===== config.mk =====
export PLATFORM = sky130hd
export DESIGN_NAME = adc_conversion_sequencer
export DESIGN_NICKNAME = d
export VERILOG_FILES = /design/src/adc_seq_pkg.sv /design/src/adc_prescaler.sv /design/src/adc_conversion_sequencer.sv
export SDC_FILE = /design/constraint.sdc
export NUM_CORES = 1
export LEC_CHECK = 0
export CAP_MARGIN = 20
export CORE_MARGIN = 5
export CORE_UTILIZATION = 58
export DETAILED_ROUTE_END_ITERATION = 10
export DONT_BUFFER_PORTS = 1
export GPL_TIMING_DRIVEN = 0
export HOLD_SLACK_MARGIN = 0.06
export PLACE_DENSITY = 0.76
export SYNTH_ARGS = -nofsm -noshare
export SYNTH_HDL_FRONTEND = slang
export SYNTH_SLANG_ARGS = --single-unit

===== constraint.sdc =====
create_clock -name ref_clk -period 2.4 [get_ports ref_clk]
set_input_delay 0.36 -clock ref_clk [delete_from_list [all_inputs] [get_ports ref_clk]]
set_output_delay 0.36 -clock ref_clk [all_outputs]
set_load 0.02 [all_outputs]

===== src/adc_seq_pkg.sv =====
// constants, types and register map of the conversion sequencer
package adc_seq_pkg;
  // register byte offsets
  localparam logic [7:0] OFS_INPUT_SELECT = 8'h00;
  localparam logic [7:0] OFS_CTRL_A = 8'h04;
  localparam logic [7:0] OFS_CTRL_B = 8'h08;
  localparam logic [7:0] OFS_RESULT_LOW = 8'h0C;
  localparam logic [7:0] OFS_RESULT_HIGH = 8'h10;
  localparam logic [7:0] OFS_POWER_RED = 8'h14;
  // conv_control_status_a fields
  localparam int CA_ENABLE = 7;
  localparam int CA_START = 6;
  localparam int CA_AUTO = 5;
  localparam int CA_FLAG = 4;
  localparam int CA_IE = 3;
  localparam int CA_PS_LSB = 0;
  // input_select_reg fields
  localparam int SEL_REF_LSB = 6;
  localparam int SEL_LEFT = 5;
  localparam int SEL_CH_LSB = 0;
  // reset values
  localparam logic [7:0] SEL_RST = 8'h00;
  localparam logic [2:0] PS_RST = 3'h0;
  localparam logic [2:0] SRC_RST = 3'h0;
  localparam logic PWR_RED_RST = 1'b0;
  // trigger source code that selects the done flag (free running)
  localparam logic [2:0] SRC_DONE_FLAG = 3'h0;
  // conversion timing, in converter clock cycles
  localparam int CYC_LEN_NORMAL = 13;
  localparam int CYC_LEN_FIRST = 25;
  // timing in half converter cycles
  localparam logic [5:0] HALF_LEN_NORMAL = 6'(2 * CYC_LEN_NORMAL);
  localparam logic [5:0] HALF_LEN_FIRST = 6'(2 * CYC_LEN_FIRST);
  localparam logic [5:0] HALF_LEN_AUTO = 6'h1B;
  localparam logic [5:0] HALF_SH_NORMAL = 6'h03;
  localparam logic [5:0] HALF_SH_FIRST = 6'h1B;
  localparam logic [5:0] HALF_SH_AUTO = 6'h04;
  // cpu cycles spent synchronising a trigger edge
  localparam int SYNC_CPU_CYCLES = 3;
  // successive approximation
  localparam int RESULT_BITS = 10;
  localparam logic [9:0] SAR_MSB = 10'h200;
  localparam logic [3:0] SAR_TOP_BIT = 4'h9;

  typedef enum logic [1:0] {
    ST_IDLE = 2'b00,
    ST_ARMED = 2'b01,
    ST_CONV = 2'b10
  } conv_state_e;

  typedef struct packed {
    logic [1:0] reference;
    logic [3:0] channel;
  } mux_sel_s;
endpackage : adc_seq_pkg


===== src/adc_prescaler.sv =====
// divider that makes the converter clock as rise and fall tick pulses
`timescale 1ns/1ps
`default_nettype none
module adc_prescaler (
  input wire logic ref_clk,
  input wire logic rst_n,
  input wire logic hold,
  input wire logic [2:0] prescaler_select,
  output logic tick_rise,
  output logic tick_fall
);
  logic [6:0] cnt_r;
  logic level_r;
  logic [6:0] half_limit;

  // half period of divide by 2..128
  function automatic logic [6:0] half_period(input logic [2:0] s);
    if (s <= 3'h1) begin
      return 7'h01;
    end
    return 7'(7'h01 << (s - 3'h1));
  endfunction : half_period

  assign half_limit = half_period(prescaler_select) - 7'h01;

  always_ff @(posedge ref_clk or negedge rst_n) begin
    if (!rst_n) begin
      cnt_r <= 7'h00;
      level_r <= 1'b0;
      tick_rise <= 1'b0;
      tick_fall <= 1'b0;
    end else if (hold) begin
      cnt_r <= 7'h00;
      level_r <= 1'b0;
      tick_rise <= 1'b0;
      tick_fall <= 1'b0;
    end else if (cnt_r >= half_limit) begin
      cnt_r <= 7'h00;
      level_r <= ~level_r;
      tick_rise <= ~level_r;
      tick_fall <= level_r;
    end else begin
      cnt_r <= cnt_r + 7'h01;
      tick_rise <= 1'b0;
      tick_fall <= 1'b0;
    end
  end
endmodule : adc_prescaler
`default_nettype wire


===== src/adc_conversion_sequencer.sv =====
// conversion sequencer with apb registers, trigger logic and sar control
`timescale 1ns/1ps
`default_nettype none
module adc_conversion_sequencer (
  input wire logic ref_clk,
  input wire logic rst_n,
  input wire logic psel,
  input wire logic penable,
  input wire logic pwrite,
  input wire logic [7:0] paddr,
  input wire logic [31:0] pwdata,
  output logic [31:0] prdata,
  output logic pready,
  output logic pslverr,
  input wire logic [7:0] trigger_in,
  input wire logic irq_ack,
  input wire logic comparator_in,
  output adc_seq_pkg::mux_sel_s mux_sel,
  output logic analog_enable,
  output logic sample_hold,
  output logic [9:0] dac_code,
  output logic conv_irq
);
  import adc_seq_pkg::*;

  ////////////////////////////////////////////////////////////////////////////
  // declarations
  logic [7:0] sel_reg_r;
  logic en_r, start_r, auto_r, flag_r, ie_r, pwr_red_r;
  logic [2:0] ps_r, src_r;
  logic [31:0] prdata_r;
  logic pready_r, pslverr_r;
  logic wr_en, rd_cap;
  logic [31:0] rdata;
  logic mapped;
  logic lock_r;
  logic [9:0] result_r, dac_r;
  conv_state_e state_r;
  logic [5:0] half_r, len_r, sh_r;
  logic first_r, stepping_r;
  logic [3:0] bit_r;
  logic sample_r, irq_r, clr_r;
  mux_sel_s active_r;
  logic conv_on, tick_rise, tick_fall, tick, done, near_end;
  logic start_wr, free_run, trig_level, trig_prev_r, trig_edge;
  logic [SYNC_CPU_CYCLES-1:0] trig_sh_r;
  logic trig_fire;
  logic comp_q1_r, comp_q2_r, comp_q3_r, comp_s_r;

  ////////////////////////////////////////////////////////////////////////////
  // helpers
  function automatic logic [7:0] fmt_byte(input logic [9:0] res, input logic left, input logic high);
    if (left) begin
      return high ? res[9:2] : {res[1:0], 6'h00};
    end
    return high ? {6'h00, res[9:8]} : res[7:0];
  endfunction : fmt_byte

  function automatic logic [9:0] sar_step(input logic [9:0] d, input logic [3:0] b, input logic keep);
    logic [9:0] n;
    n = d;
    if (!keep) begin
      n[b] = 1'b0;
    end
    if (b != 4'h0) begin
      n[b - 4'h1] = 1'b1;
    end
    return n;
  endfunction : sar_step

  ////////////////////////////////////////////////////////////////////////////
  // apb slave, one wait cycle
  assign wr_en = psel && penable && pready_r && pwrite;
  assign rd_cap = psel && penable && !pready_r && !pwrite;
  assign mapped = (paddr == OFS_INPUT_SELECT) || (paddr == OFS_CTRL_A) || (paddr == OFS_CTRL_B) ||
                  (paddr == OFS_RESULT_LOW) || (paddr == OFS_RESULT_HIGH) || (paddr == OFS_POWER_RED);

  always_comb begin
    rdata = 32'h0000_0000;
    case (paddr)
      OFS_INPUT_SELECT: rdata[7:0] = sel_reg_r;
      OFS_CTRL_A: rdata[7:0] = {en_r, start_r, auto_r, flag_r, ie_r, ps_r};
      OFS_CTRL_B: rdata[2:0] = src_r;
      OFS_RESULT_LOW: rdata[7:0] = fmt_byte(result_r, sel_reg_r[SEL_LEFT], 1'b0);
      OFS_RESULT_HIGH: rdata[7:0] = fmt_byte(result_r, sel_reg_r[SEL_LEFT], 1'b1);
      OFS_POWER_RED: rdata[0] = pwr_red_r;
      default: rdata = 32'h0000_0000;
    endcase
  end

  always_ff @(posedge ref_clk or negedge rst_n) begin
    if (!rst_n) begin
      pready_r <= 1'b0;
      pslverr_r <= 1'b0;
      prdata_r <= 32'h0000_0000;
    end else begin
      pready_r <= psel && penable && !pready_r;
      pslverr_r <= psel && penable && !pready_r && !mapped;
      if (rd_cap) begin
        prdata_r <= rdata;
      end
    end
  end

  assign prdata = prdata_r;
  assign pready = pready_r;
  assign pslverr = pslverr_r;

  ////////////////////////////////////////////////////////////////////////////
  // software registers
  always_ff @(posedge ref_clk or negedge rst_n) begin
    if (!rst_n) begin
      sel_reg_r <= SEL_RST;
      en_r <= 1'b0;
      auto_r <= 1'b0;
      ie_r <= 1'b0;
      ps_r <= PS_RST;
      src_r <= SRC_RST;
      pwr_red_r <= PWR_RED_RST;
    end else if (wr_en) begin
      case (paddr)
        OFS_INPUT_SELECT: sel_reg_r <= pwdata[7:0] & 8'hEF;
        OFS_CTRL_A: begin
          en_r <= pwdata[CA_ENABLE];
          auto_r <= pwdata[CA_AUTO];
          ie_r <= pwdata[CA_IE];
          ps_r <= pwdata[CA_PS_LSB +: 3];
        end
        OFS_CTRL_B: src_r <= pwdata[2:0];
        OFS_POWER_RED: pwr_red_r <= pwdata[0];
        default: ;
      endcase
    end
  end

  assign conv_on = en_r && !pwr_red_r;
  assign start_wr = wr_en && (paddr == OFS_CTRL_A) && pwdata[CA_START] && pwdata[CA_ENABLE] && !pwr_red_r;
  assign free_run = auto_r && (src_r == SRC_DONE_FLAG);

  ////////////////////////////////////////////////////////////////////////////
  // result lock between low and high byte reads
  always_ff @(posedge ref_clk or negedge rst_n) begin
    if (!rst_n) begin
      lock_r <= 1'b0;
    end else if (rd_cap && paddr == OFS_RESULT_HIGH) begin
      lock_r <= 1'b0;
    end else if (rd_cap && paddr == OFS_RESULT_LOW) begin
      lock_r <= 1'b1;
    end
  end

  always_ff @(posedge ref_clk or negedge rst_n) begin
    if (!rst_n) begin
      result_r <= 10'h000;
    end else if (done && !lock_r) begin
      result_r <= dac_r;
    end
  end

  ////////////////////////////////////////////////////////////////////////////
  // done flag, set wins over clear
  always_ff @(posedge ref_clk or negedge rst_n) begin
    if (!rst_n) begin
      flag_r <= 1'b0;
      irq_r <= 1'b0;
    end else begin
      flag_r <= done || (flag_r && !(irq_ack || (wr_en && paddr == OFS_CTRL_A && pwdata[CA_FLAG])));
      irq_r <= flag_r && ie_r;
    end
  end

  assign conv_irq = irq_r;

  ////////////////////////////////////////////////////////////////////////////
  // converter clock
  adc_prescaler u_prescaler (
    .ref_clk(ref_clk),
    .rst_n(rst_n),
    .hold(!conv_on || clr_r),
    .prescaler_select(ps_r),
    .tick_rise(tick_rise),
    .tick_fall(tick_fall)
  );

  assign tick = (tick_rise || tick_fall) && !clr_r;
  assign done = (state_r == ST_CONV) && tick && (half_r == len_r - 6'h01);
  assign near_end = (half_r >= len_r - 6'h02);

  ////////////////////////////////////////////////////////////////////////////
  // trigger edge detect and cpu synchronisation
  assign trig_level = (src_r == SRC_DONE_FLAG) ? 1'b0 : trigger_in[src_r];
  assign trig_edge = trig_level && !trig_prev_r;
  assign trig_fire = trig_sh_r[SYNC_CPU_CYCLES-1];

  always_ff @(posedge ref_clk or negedge rst_n) begin
    if (!rst_n) begin
      trig_prev_r <= 1'b0;
      trig_sh_r <= '0;
    end else begin
      trig_prev_r <= trig_level;
      trig_sh_r <= {trig_sh_r[SYNC_CPU_CYCLES-2:0], trig_edge && auto_r && conv_on};
    end
  end

  ////////////////////////////////////////////////////////////////////////////
  // comparator pin synchroniser
  always_ff @(posedge ref_clk or negedge rst_n) begin
    if (!rst_n) begin
      comp_q1_r <= 1'b0;
      comp_q2_r <= 1'b0;
      comp_q3_r <= 1'b0;
      comp_s_r <= 1'b0;
    end else begin
      comp_q1_r <= comparator_in;
      comp_q2_r <= comp_q1_r;
      comp_q3_r <= comp_q2_r;
      if (comp_q2_r == comp_q3_r) begin
        comp_s_r <= comp_q3_r;
      end
    end
  end

  ////////////////////////////////////////////////////////////////////////////
  // conversion state machine
  always_ff @(posedge ref_clk or negedge rst_n) begin
    if (!rst_n) begin
      state_r <= ST_IDLE;
      half_r <= 6'h00;
      len_r <= HALF_LEN_NORMAL;
      sh_r <= HALF_SH_NORMAL;
      start_r <= 1'b0;
      first_r <= 1'b1;
      clr_r <= 1'b0;
    end else if (!conv_on && !start_wr) begin
      state_r <= ST_IDLE;
      half_r <= 6'h00;
      start_r <= 1'b0;
      first_r <= 1'b1;
      clr_r <= 1'b0;
    end else begin
      clr_r <= 1'b0;
      case (state_r)
        ST_IDLE: begin
          half_r <= 6'h00;
          len_r <= first_r ? HALF_LEN_FIRST : HALF_LEN_NORMAL;
          sh_r <= first_r ? HALF_SH_FIRST : HALF_SH_NORMAL;
          if (start_wr) begin
            start_r <= 1'b1;
            state_r <= ST_ARMED;
          end else if (trig_fire && !free_run) begin
            start_r <= 1'b1;
            clr_r <= 1'b1;
            len_r <= first_r ? HALF_LEN_FIRST : HALF_LEN_AUTO;
            sh_r <= first_r ? HALF_SH_FIRST : HALF_SH_AUTO;
            state_r <= ST_CONV;
          end
        end
        ST_ARMED: begin
          if (tick_rise) begin
            state_r <= ST_CONV;
          end
        end
        ST_CONV: begin
          if (done) begin
            first_r <= 1'b0;
            half_r <= 6'h00;
            if (free_run) begin
              len_r <= HALF_LEN_NORMAL;
              sh_r <= HALF_SH_NORMAL;
            end else begin
              start_r <= 1'b0;
              state_r <= ST_IDLE;
            end
          end else if (tick) begin
            half_r <= half_r + 6'h01;
          end
        end
        default: state_r <= ST_IDLE;
      endcase
    end
  end

  ////////////////////////////////////////////////////////////////////////////
  // sample and hold plus successive approximation
  always_ff @(posedge ref_clk or negedge rst_n) begin
    if (!rst_n) begin
      sample_r <= 1'b0;
      stepping_r <= 1'b0;
      bit_r <= SAR_TOP_BIT;
      dac_r <= 10'h000;
    end else begin
      sample_r <= 1'b0;
      if (state_r != ST_CONV || !conv_on) begin
        stepping_r <= 1'b0;
      end else if (tick && !done && (half_r + 6'h01 == sh_r)) begin
        sample_r <= 1'b1;
        stepping_r <= 1'b1;
        bit_r <= SAR_TOP_BIT;
        dac_r <= SAR_MSB;
      end else if (tick_rise && !clr_r && stepping_r) begin
        dac_r <= sar_step(dac_r, bit_r, comp_s_r);
        bit_r <= bit_r - 4'h1;
        stepping_r <= (bit_r != 4'h0);
      end
    end
  end

  assign sample_hold = sample_r;
  assign dac_code = dac_r;

  ////////////////////////////////////////////////////////////////////////////
  // channel and reference buffer
  always_ff @(posedge ref_clk or negedge rst_n) begin
    if (!rst_n) begin
      active_r <= '0;
      analog_enable <= 1'b0;
    end else begin
      analog_enable <= conv_on;
      if (conv_on && (state_r != ST_CONV || near_end)) begin
        active_r.reference <= sel_reg_r[SEL_REF_LSB +: 2];
        active_r.channel <= sel_reg_r[SEL_CH_LSB +: 4];
      end
    end
  end

  assign mux_sel = active_r;

  ////////////////////////////////////////////////////////////////////////////
  // checks
  lock_keeps_result_a: assert property (@(posedge ref_clk) disable iff (!rst_n)
    lock_r && done |=> $stable(result_r)) else $error("result changed while locked");
  unlock_high_a: assert property (@(posedge ref_clk) disable iff (!rst_n)
    rd_cap && paddr == OFS_RESULT_HIGH |=> !lock_r) else $error("lock not released");
  flag_on_discard_a: assert property (@(posedge ref_clk) disable iff (!rst_n)
    done && lock_r |=> flag_r) else $error("flag missing on discard");
  single_clears_start_a: assert property (@(posedge ref_clk) disable iff (!rst_n)
    done && !free_run |=> !start_r && state_r == ST_IDLE) else $error("start not cleared");
  busy_reads_start_a: assert property (@(posedge ref_clk) disable iff (!rst_n)
    state_r != ST_IDLE |-> start_r) else $error("start bit low while busy");
  armed_on_rise_a: assert property (@(posedge ref_clk) disable iff (!rst_n)
    state_r == ST_ARMED && tick_rise && conv_on |=> state_r == ST_CONV && half_r == 6'h00)
    else $error("armed start missed rise");
  sel_frozen_a: assert property (@(posedge ref_clk) disable iff (!rst_n)
    state_r == ST_CONV && !near_end && $past(state_r) == ST_CONV |=> $stable(active_r))
    else $error("selection moved mid conversion");
  prescaler_held_a: assert property (@(posedge ref_clk) disable iff (!rst_n)
    !conv_on [*2] |-> !tick_rise && !tick_fall) else $error("prescaler ran while off");
  free_run_stays_a: assert property (@(posedge ref_clk) disable iff (!rst_n)
    done && free_run && conv_on |=> state_r == ST_CONV && start_r) else $error("free run stopped");
  normal_sample_a: assert property (@(posedge ref_clk) disable iff (!rst_n)
    sample_r && len_r == HALF_LEN_NORMAL |-> half_r == HALF_SH_NORMAL) else $error("sample time off");
  left_low_a: assert property (@(posedge ref_clk) disable iff (!rst_n)
    rd_cap && paddr == OFS_RESULT_LOW && sel_reg_r[SEL_LEFT] |=> prdata_r[5:0] == 6'h00)
    else $error("left aligned low byte wrong");

  done_seen_c: cover property (@(posedge ref_clk) disable iff (!rst_n) done);
  discard_c: cover property (@(posedge ref_clk) disable iff (!rst_n) done && lock_r);
  auto_start_c: cover property (@(posedge ref_clk) disable iff (!rst_n) clr_r);
  free_run_c: cover property (@(posedge ref_clk) disable iff (!rst_n) done && free_run);
endmodule : adc_conversion_sequencer
`default_nettype wire


* Yosys cells after proc, flatten, opt, wreduce, memory -nomap -nowiden
Index checks and enable logic that the tools add are counted.
Storage, ports and cells: word-level logic and storage cells 238, ROM bits 0, memories 0, latch bits 0, RAM bits 0, output and inout port bits 53, bits of input ports 55, register bits after elaboration 104
Cells by class: equal/unequal tests 18, multipliers 0, divide/modulo/power cells 0, reduce and logical (&&, ||, !) cells 78, $add $sub $neg 7, shift operators 1, bitwise logic cells 6, $lt $le $gt $ge 8, mux-type cells 82
Operators by type and width (number):
- $mux 10 | 7
- $mux 6 | 11
- $pmux 6 s2 | 3
- $logic_and 1x1->1 | 33
- $mux 1 | 33
- $mux 8 | 4
- $mux 7 | 4
- $mux 5 | 4
- $pmux 5 s4 | 1
- $eq 8x4->1 const B | 2
- $eq 8x5->1 const B | 2
- $reduce_and 2->1 | 7
- $eq 6x6->1 | 2
- $logic_not 1->1 | 12
- $mux 2 | 6
- $reduce_and 4->1 | 3
- $reduce_bool 2->1 | 6
- $logic_or 1x1->1 | 11
- $and 10x10->10 | 1
- $lt 4x5->1 const B | 2
- $not 10->10 | 1
- $or 10x10->10 | 1
- $pmux 2 s5 | 1
- $ne 3x2->1 const B | 3
- 32 further kinds | 40

* Depth between registers and ports, before layout
depth in word-level cells 14, mapped depth 10, depth with buffers taken out 9

* Modules after synthesis
From an unflattened synthesis, not the netlist that was laid out.
Unflattened totals: cell total of the unflattened synthesis 511, area total of the unflattened synthesis 5405.2 sq um
By module, submodules not included:
- adc_conversion_sequencer | cells each 441, times used 1, sequential area each 2158.3 sq um, area each 4724.5 sq um
- adc_prescaler | cells each 70, times used 1, sequential area each 250.2 sq um, area each 680.7 sq um

* Least setup slack after synthesis
Ideal clock, no wire load.
path kind register to register, start point register ps_r[1], end point register u_prescaler.cnt_r[2], cell stages (with the launch flop) 10, arrival time 2.534 ns, library setup time 0.072 ns, setup slack -0.206 ns, period minus slack after synthesis 2.606 ns, path buffers 1, required time 2.328 ns, path through dfrtp_1 clkbuf_1 or2_2 ha_1 ha_1 a21o_1 a21o_1 a211o_1 a2111o_1 nor2_1
Between the ends: cells in the longest elaborated chain, start to end 7, elaborated cells between the ends (all ways) 9, those cells by class 2 x add/sub; 2 x order compare; 1 x shift; 4 x mux
Ends and longest elaborated chain:
- start: declaration | line adc_conversion_sequencer.sv:30 | logic [2:0] ps_r, src_r;
- start signal: assignment | line adc_conversion_sequencer.sv:127 | ps_r <= pwdata[CA_PS_LSB +: 3];
- $sub 3x1->3 or $le 3x1->1 (tied branches) | line adc_prescaler.sv:21, adc_prescaler.sv:18
- $shl 1x3->7 or $mux 1 (tied branches) | line adc_prescaler.sv:21, adc_prescaler.sv:18
- $mux 7 (*) | line adc_prescaler.sv:21 | return 7'(7'h01 << (s - 3'h1));
- $sub 7x1->7 (*) | line adc_prescaler.sv:24 | assign half_limit = half_period(prescaler_select) - 7'h01;
- $ge 7x7->1 (*) | line adc_prescaler.sv:37 | end else if (cnt_r >= half_limit) begin
- $mux 7 (*) | line adc_prescaler.sv:37
- $mux 7 (*) | line adc_prescaler.sv:32 | end else if (hold) begin
- end signal: assignment | line adc_prescaler.sv:43 | cnt_r <= cnt_r + 7'h01;
- end: declaration | line adc_prescaler.sv:12 | logic [6:0] cnt_r;
Mark *: on every way between the ends. The rest lies on a longest branch, timed or not. A chain may end at the register's enable or synchronous reset.

* Final worst setup path
start point register half_r[0], end point register active_r (netlist bit mux_sel[4])
Between the ends: cells in the longest elaborated chain, start to end 3
Ends and longest elaborated chain:
- start: declaration | line adc_conversion_sequencer.sv:39 | logic [5:0] half_r, len_r, sh_r;
- start signal: assignment | line adc_conversion_sequencer.sv:275 | half_r <= half_r + 6'h01;
- $ge 6x6->1 | line adc_conversion_sequencer.sv:187 | assign near_end = (half_r >= len_r - 6'h02);
- $logic_or 1x1->1 | line adc_conversion_sequencer.sv:319 | if (conv_on && (state_r != ST_CONV || near_end)) begin
- $logic_and 1x1->1 | line adc_conversion_sequencer.sv:319
- end: declaration | line adc_conversion_sequencer.sv:43 | mux_sel_s active_r;
No other way between the ends.

==> results.py <==
metrics = {
    "synth": {
        "synth-main-ff-cell": "dfrtp_1",
        "synth_edf_count": 0,
        "postSynth.asyncResetShare_pct": 100,
        "yosys.cell_types.count": 76,
        "yosysTopAreaCell": "dfrtp_1",
        "synth_top_cell_area_share_pct": 43.4,
        "yosysWarnings": 0,
        "synth.area.top_cells": "dfrtp_1 (43%), mux2_2 (7.5%), ha_1 (4.3%)",
        "ys_ff_latch": 96,
        "syn_avg_cell_area_um2": 10.4,
        "netlist_instances": 506,
        "seq_area_frac_synth_pct": 45.9,
        "netlist_area_um2": 5250,
    },
    "flow_run": {
        "maxCapViolCount": 0,
    },
    "cts": {
        "htree_levels": 3,
        "cts_sinks": 96,
        "numCtsBuffers": 9,
        "ctsHoldBuffers": 1,
        "clock_latency_ns": 0.37,
        "clock_path_buffers": 2,
        "cts_tree": "done",
        "clk_pin_slew_ns": 0.09,
        "root_buffer": "clkbuf_8",
    },
    "sta": {
        "setup_viol": 0,
        "rsz0062_at_grt": "yes",
        "skew_ns": 0.0156,
        "holdWs_ns": -0.314,
        "max_freq_mhz": 420,
        "post-route-min-period_ns": 2.38,
        "maxSlewHeadroom_pct": 60.3,
        "finalCritPeriodShare_pct": 99.2,
        "slew_viol_final": 0,
        "worstMarginPinSlew_ns": 0.590,
        "hold_viol": 96,
    },
    "setup_path": {
        "r2r-start": "half_r[0]",
        "rr_endpoint": "mux_sel[4]",
        "worstSetupEndpointType": "register",
        "worst_ep_required_time_ns": 2.65,
        "critPathLaunch": "half_r[0]",
        "setup.worst_path.class": "register to register",
        "arrival_ns": 2.63,
        "r2r_cells": 9,
        "reg2reg_slack_ns": 0.02,
        "critPathMaxFanout": 6,
        "cp-start-kind": "register",
    },
    "power_and_ir_drop": {
        "power.total_mw": 2.85,
        "irDropWorstVdd_v": 0.000314,
        "p_per_area_nw_per_um2": 486,
        "p_leak_nw": 2.70,
    },
    "grt": {
        "grt-ovfl-total": 0,
        "grtUsageMet1_pct": 28.8,
        "grt_max_degree": 97,
        "top_usage_layer": "met2",
        "grt_pass1_vias": 3877,
        "grt_pass1_wl_um": 19700,
        "grtUsageTotal_pct": 21.8,
        "antenna_found_initial": 0,
        "met2_usage_pct": 35.0,
        "grtUsageMet3_pct": 5.24,
    },
    "run_status": {
        "outcome": "finished with violations",
        "violations": "hold timing",
    },
    "placed_design": {
        "dp_hpwl_um": 8460,
        "port_buffers": 0,
        "routabilityCongestion": 0.848,
    },
    "die": {
        "initial_core_util_pct": 59.9,
        "core_area_um2": 8760,
        "die_h_um": 105,
        "die_area_um2": 11100,
        "die_w_um": 105,
        "boundaryPins": 108,
        "rows": 34,
    },
    "routing": {
        "postRouteWirelength_um": 11700,
        "avgViaCountPerCell": 5.91,
        "drt_iter0_drc": 189,
        "first_pass_iters": 4,
        "drcViolationCount": 0,
        "wl_per_cell_um": 17.6,
        "ant_nets": 0,
        "dr_total_vias": 3918,
    },
    "finish": {
        "drive_gt1_share_pct": 23.6,
        "area_growth_syn_to_layout_pct": 11.7,
        "antenna_cells": 0,
        "finalNetCount": 623,
    },
    "min_path": {
        "hp-class": "primary input to asynchronous set/reset pin",
    },
}
-- flip-flops by register name, indices dropped and copies added (netlist names), 2 cells and up --
signal	cells
mux_sel	6
len_r	2
sh_r	2
dac_code	10
u_prescaler.cnt_r	7
ps_r	3
result_r	10
half_r	6
trig_sh_r	3
bit_r	4
state_r	2
src_r	3
sel_reg_r	7
prdata	8
-- worst max path at each step --
stage / end / slack [ns] / cells past startpoint
global placement: mux_sel[4] / -0.17 / 8
finish: mux_sel[4] / 0.02 / 9
global route: u_prescaler.cnt_r[6] / -0.10 / 8
CTS: u_prescaler.cnt_r[2] / -0.10 / 8
floorplan: u_prescaler.cnt_r[0] / 0.02 / 9
detailed placement: mux_sel[5] / -0.22 / 8
-- worst max-delay path, cell delays in order, from the launching register on --
cell and delay (ns):
dfrtp_2 0.39, inv_2 0.04, ha_1 0.28, or2_4 0.25, or3b_1 0.37, a21oi_2 0.17, nor2_2 0.06, o31ai_4 0.21
buf_12 0.16, mux2_2 0.32
-- logic make-up (layout without fill, tap and decap cells) --
family,Yosys count,count (layout),synth area share [%]
other,1,24,0.0714
AOI/OAI and AO/OA,102,102,14.7
buffers and inverters,59,85,6.51
adders and majority gates,19,19,4.48
muxes,41,41,8.89
DFF,96,96,45.9
and+or+nand+nor,177,177,17.7
xor gates and xnor gates,11,11,1.84
-- cell type report --
class,instances,area (µm²)
Fill cell,660,2900
Multi-Input combinational cell,374,2660
Inverter,15,56.3
Clock buffer,12,145
Buffer,40,270
Timing Repair Buffer,14,133
Tap cell,108,135
Sequential cell,96,2420
Clock inverter,4,53.8
-- timing repair --
action / CTS / global route
gates resized for setup: 7 / 11
hold endpoints to repair: 97 / 96
endpoints found under the setup margin: 46 / 47
cloned: 0 / 0
pin swaps: 10 / 11
setup buffers: 9 / 4
-- power breakdown --
| part | leakage, nW | switching [mW] | internal, mW |
|---|---|---|---|
| Clock | 0.0932 | 0.555 | 0.515 |
| Combinational | 1.31 | 0.0730 | 0.0551 |
| Sequential | 1.30 | 0.0201 | 1.63 |
-- stage by stage --
stage | setup TNS [ns] | instance area, µm² | setup slack (ns) | utilization (%) | std cells
after detailed placement | -4.70 | 5500 | -0.224 | 62.7 | 637
after global routing | -0.832 | 5870 | -0.101 | 66.9 | 663
after floorplan | 0 | 5360 | 0.0167 | - | 529
final | 0 | 5870 | 0.0197 | 66.9 | 663
after CTS | -0.522 | 5790 | -0.103 | 66.1 | 660
after global placement | -1.84 | 5500 | -0.167 | 62.7 | 637
-- layer usage --
layer / share of wire [%] / wire length [µm]
met5: 0 / 0
met2: 48 / 5610
met3: 7.9 / 928
met4: 2.3 / 273
met1: 42 / 4860
-- layout by cell type (no fill, tap or decap), drive strengths merged, types with 6 or more instances in the layout --
| cell type | instances |
|---|---|
| a211oi | 9 |
| nor4 | 6 |
| buf | 44 |
| inv | 16 |
| and3 | 6 |
| conb | 24 |
| nor2 | 36 |
| a22o | 8 |
| nand2b | 6 |
| o21ai | 17 |
| dfrtp | 91 |
| a21o | 10 |
| xnor2 | 7 |
| nand2 | 58 |
| nor3 | 13 |
| clkbuf | 21 |
| nand3 | 17 |
| ha | 18 |
| mux2 | 35 |
| a21oi | 16 |
| nor2b | 9 |
-- cells in the mapped netlist (2+ instances only) --
cell type and number:
clkbuf_1 11, xor2_1 4, mux2i_1 5, nand2b_1 5
nand2_1 57, xnor2_1 7, buf_2 4, and2_1 3
dfrtp_1 91, o211ai_1 2, nor2b_1 9, and3_1 6
nor4b_1 2, nor3_1 13, a211oi_1 9, clkbuf_2 2
mux2_2 35, buf_4 24, a21oi_1 16, nand3_1 17
o22a_1 5, buf_6 3, ha_1 18, a21o_1 10
inv_1 15, o211a_1 2, o2bb2ai_1 2, o21bai_1 2
a22o_1 8, or3_1 3, o21ai_0 16, nand4_1 3
a211o_1 2, a22oi_1 3, a221oi_1 4, a32oi_1 2
nor2_1 34, a31oi_1 4, dfstp_2 5, a221o_1 2
nor4_1 4, and3b_1 3
Power figures use the tool's default switching activity.
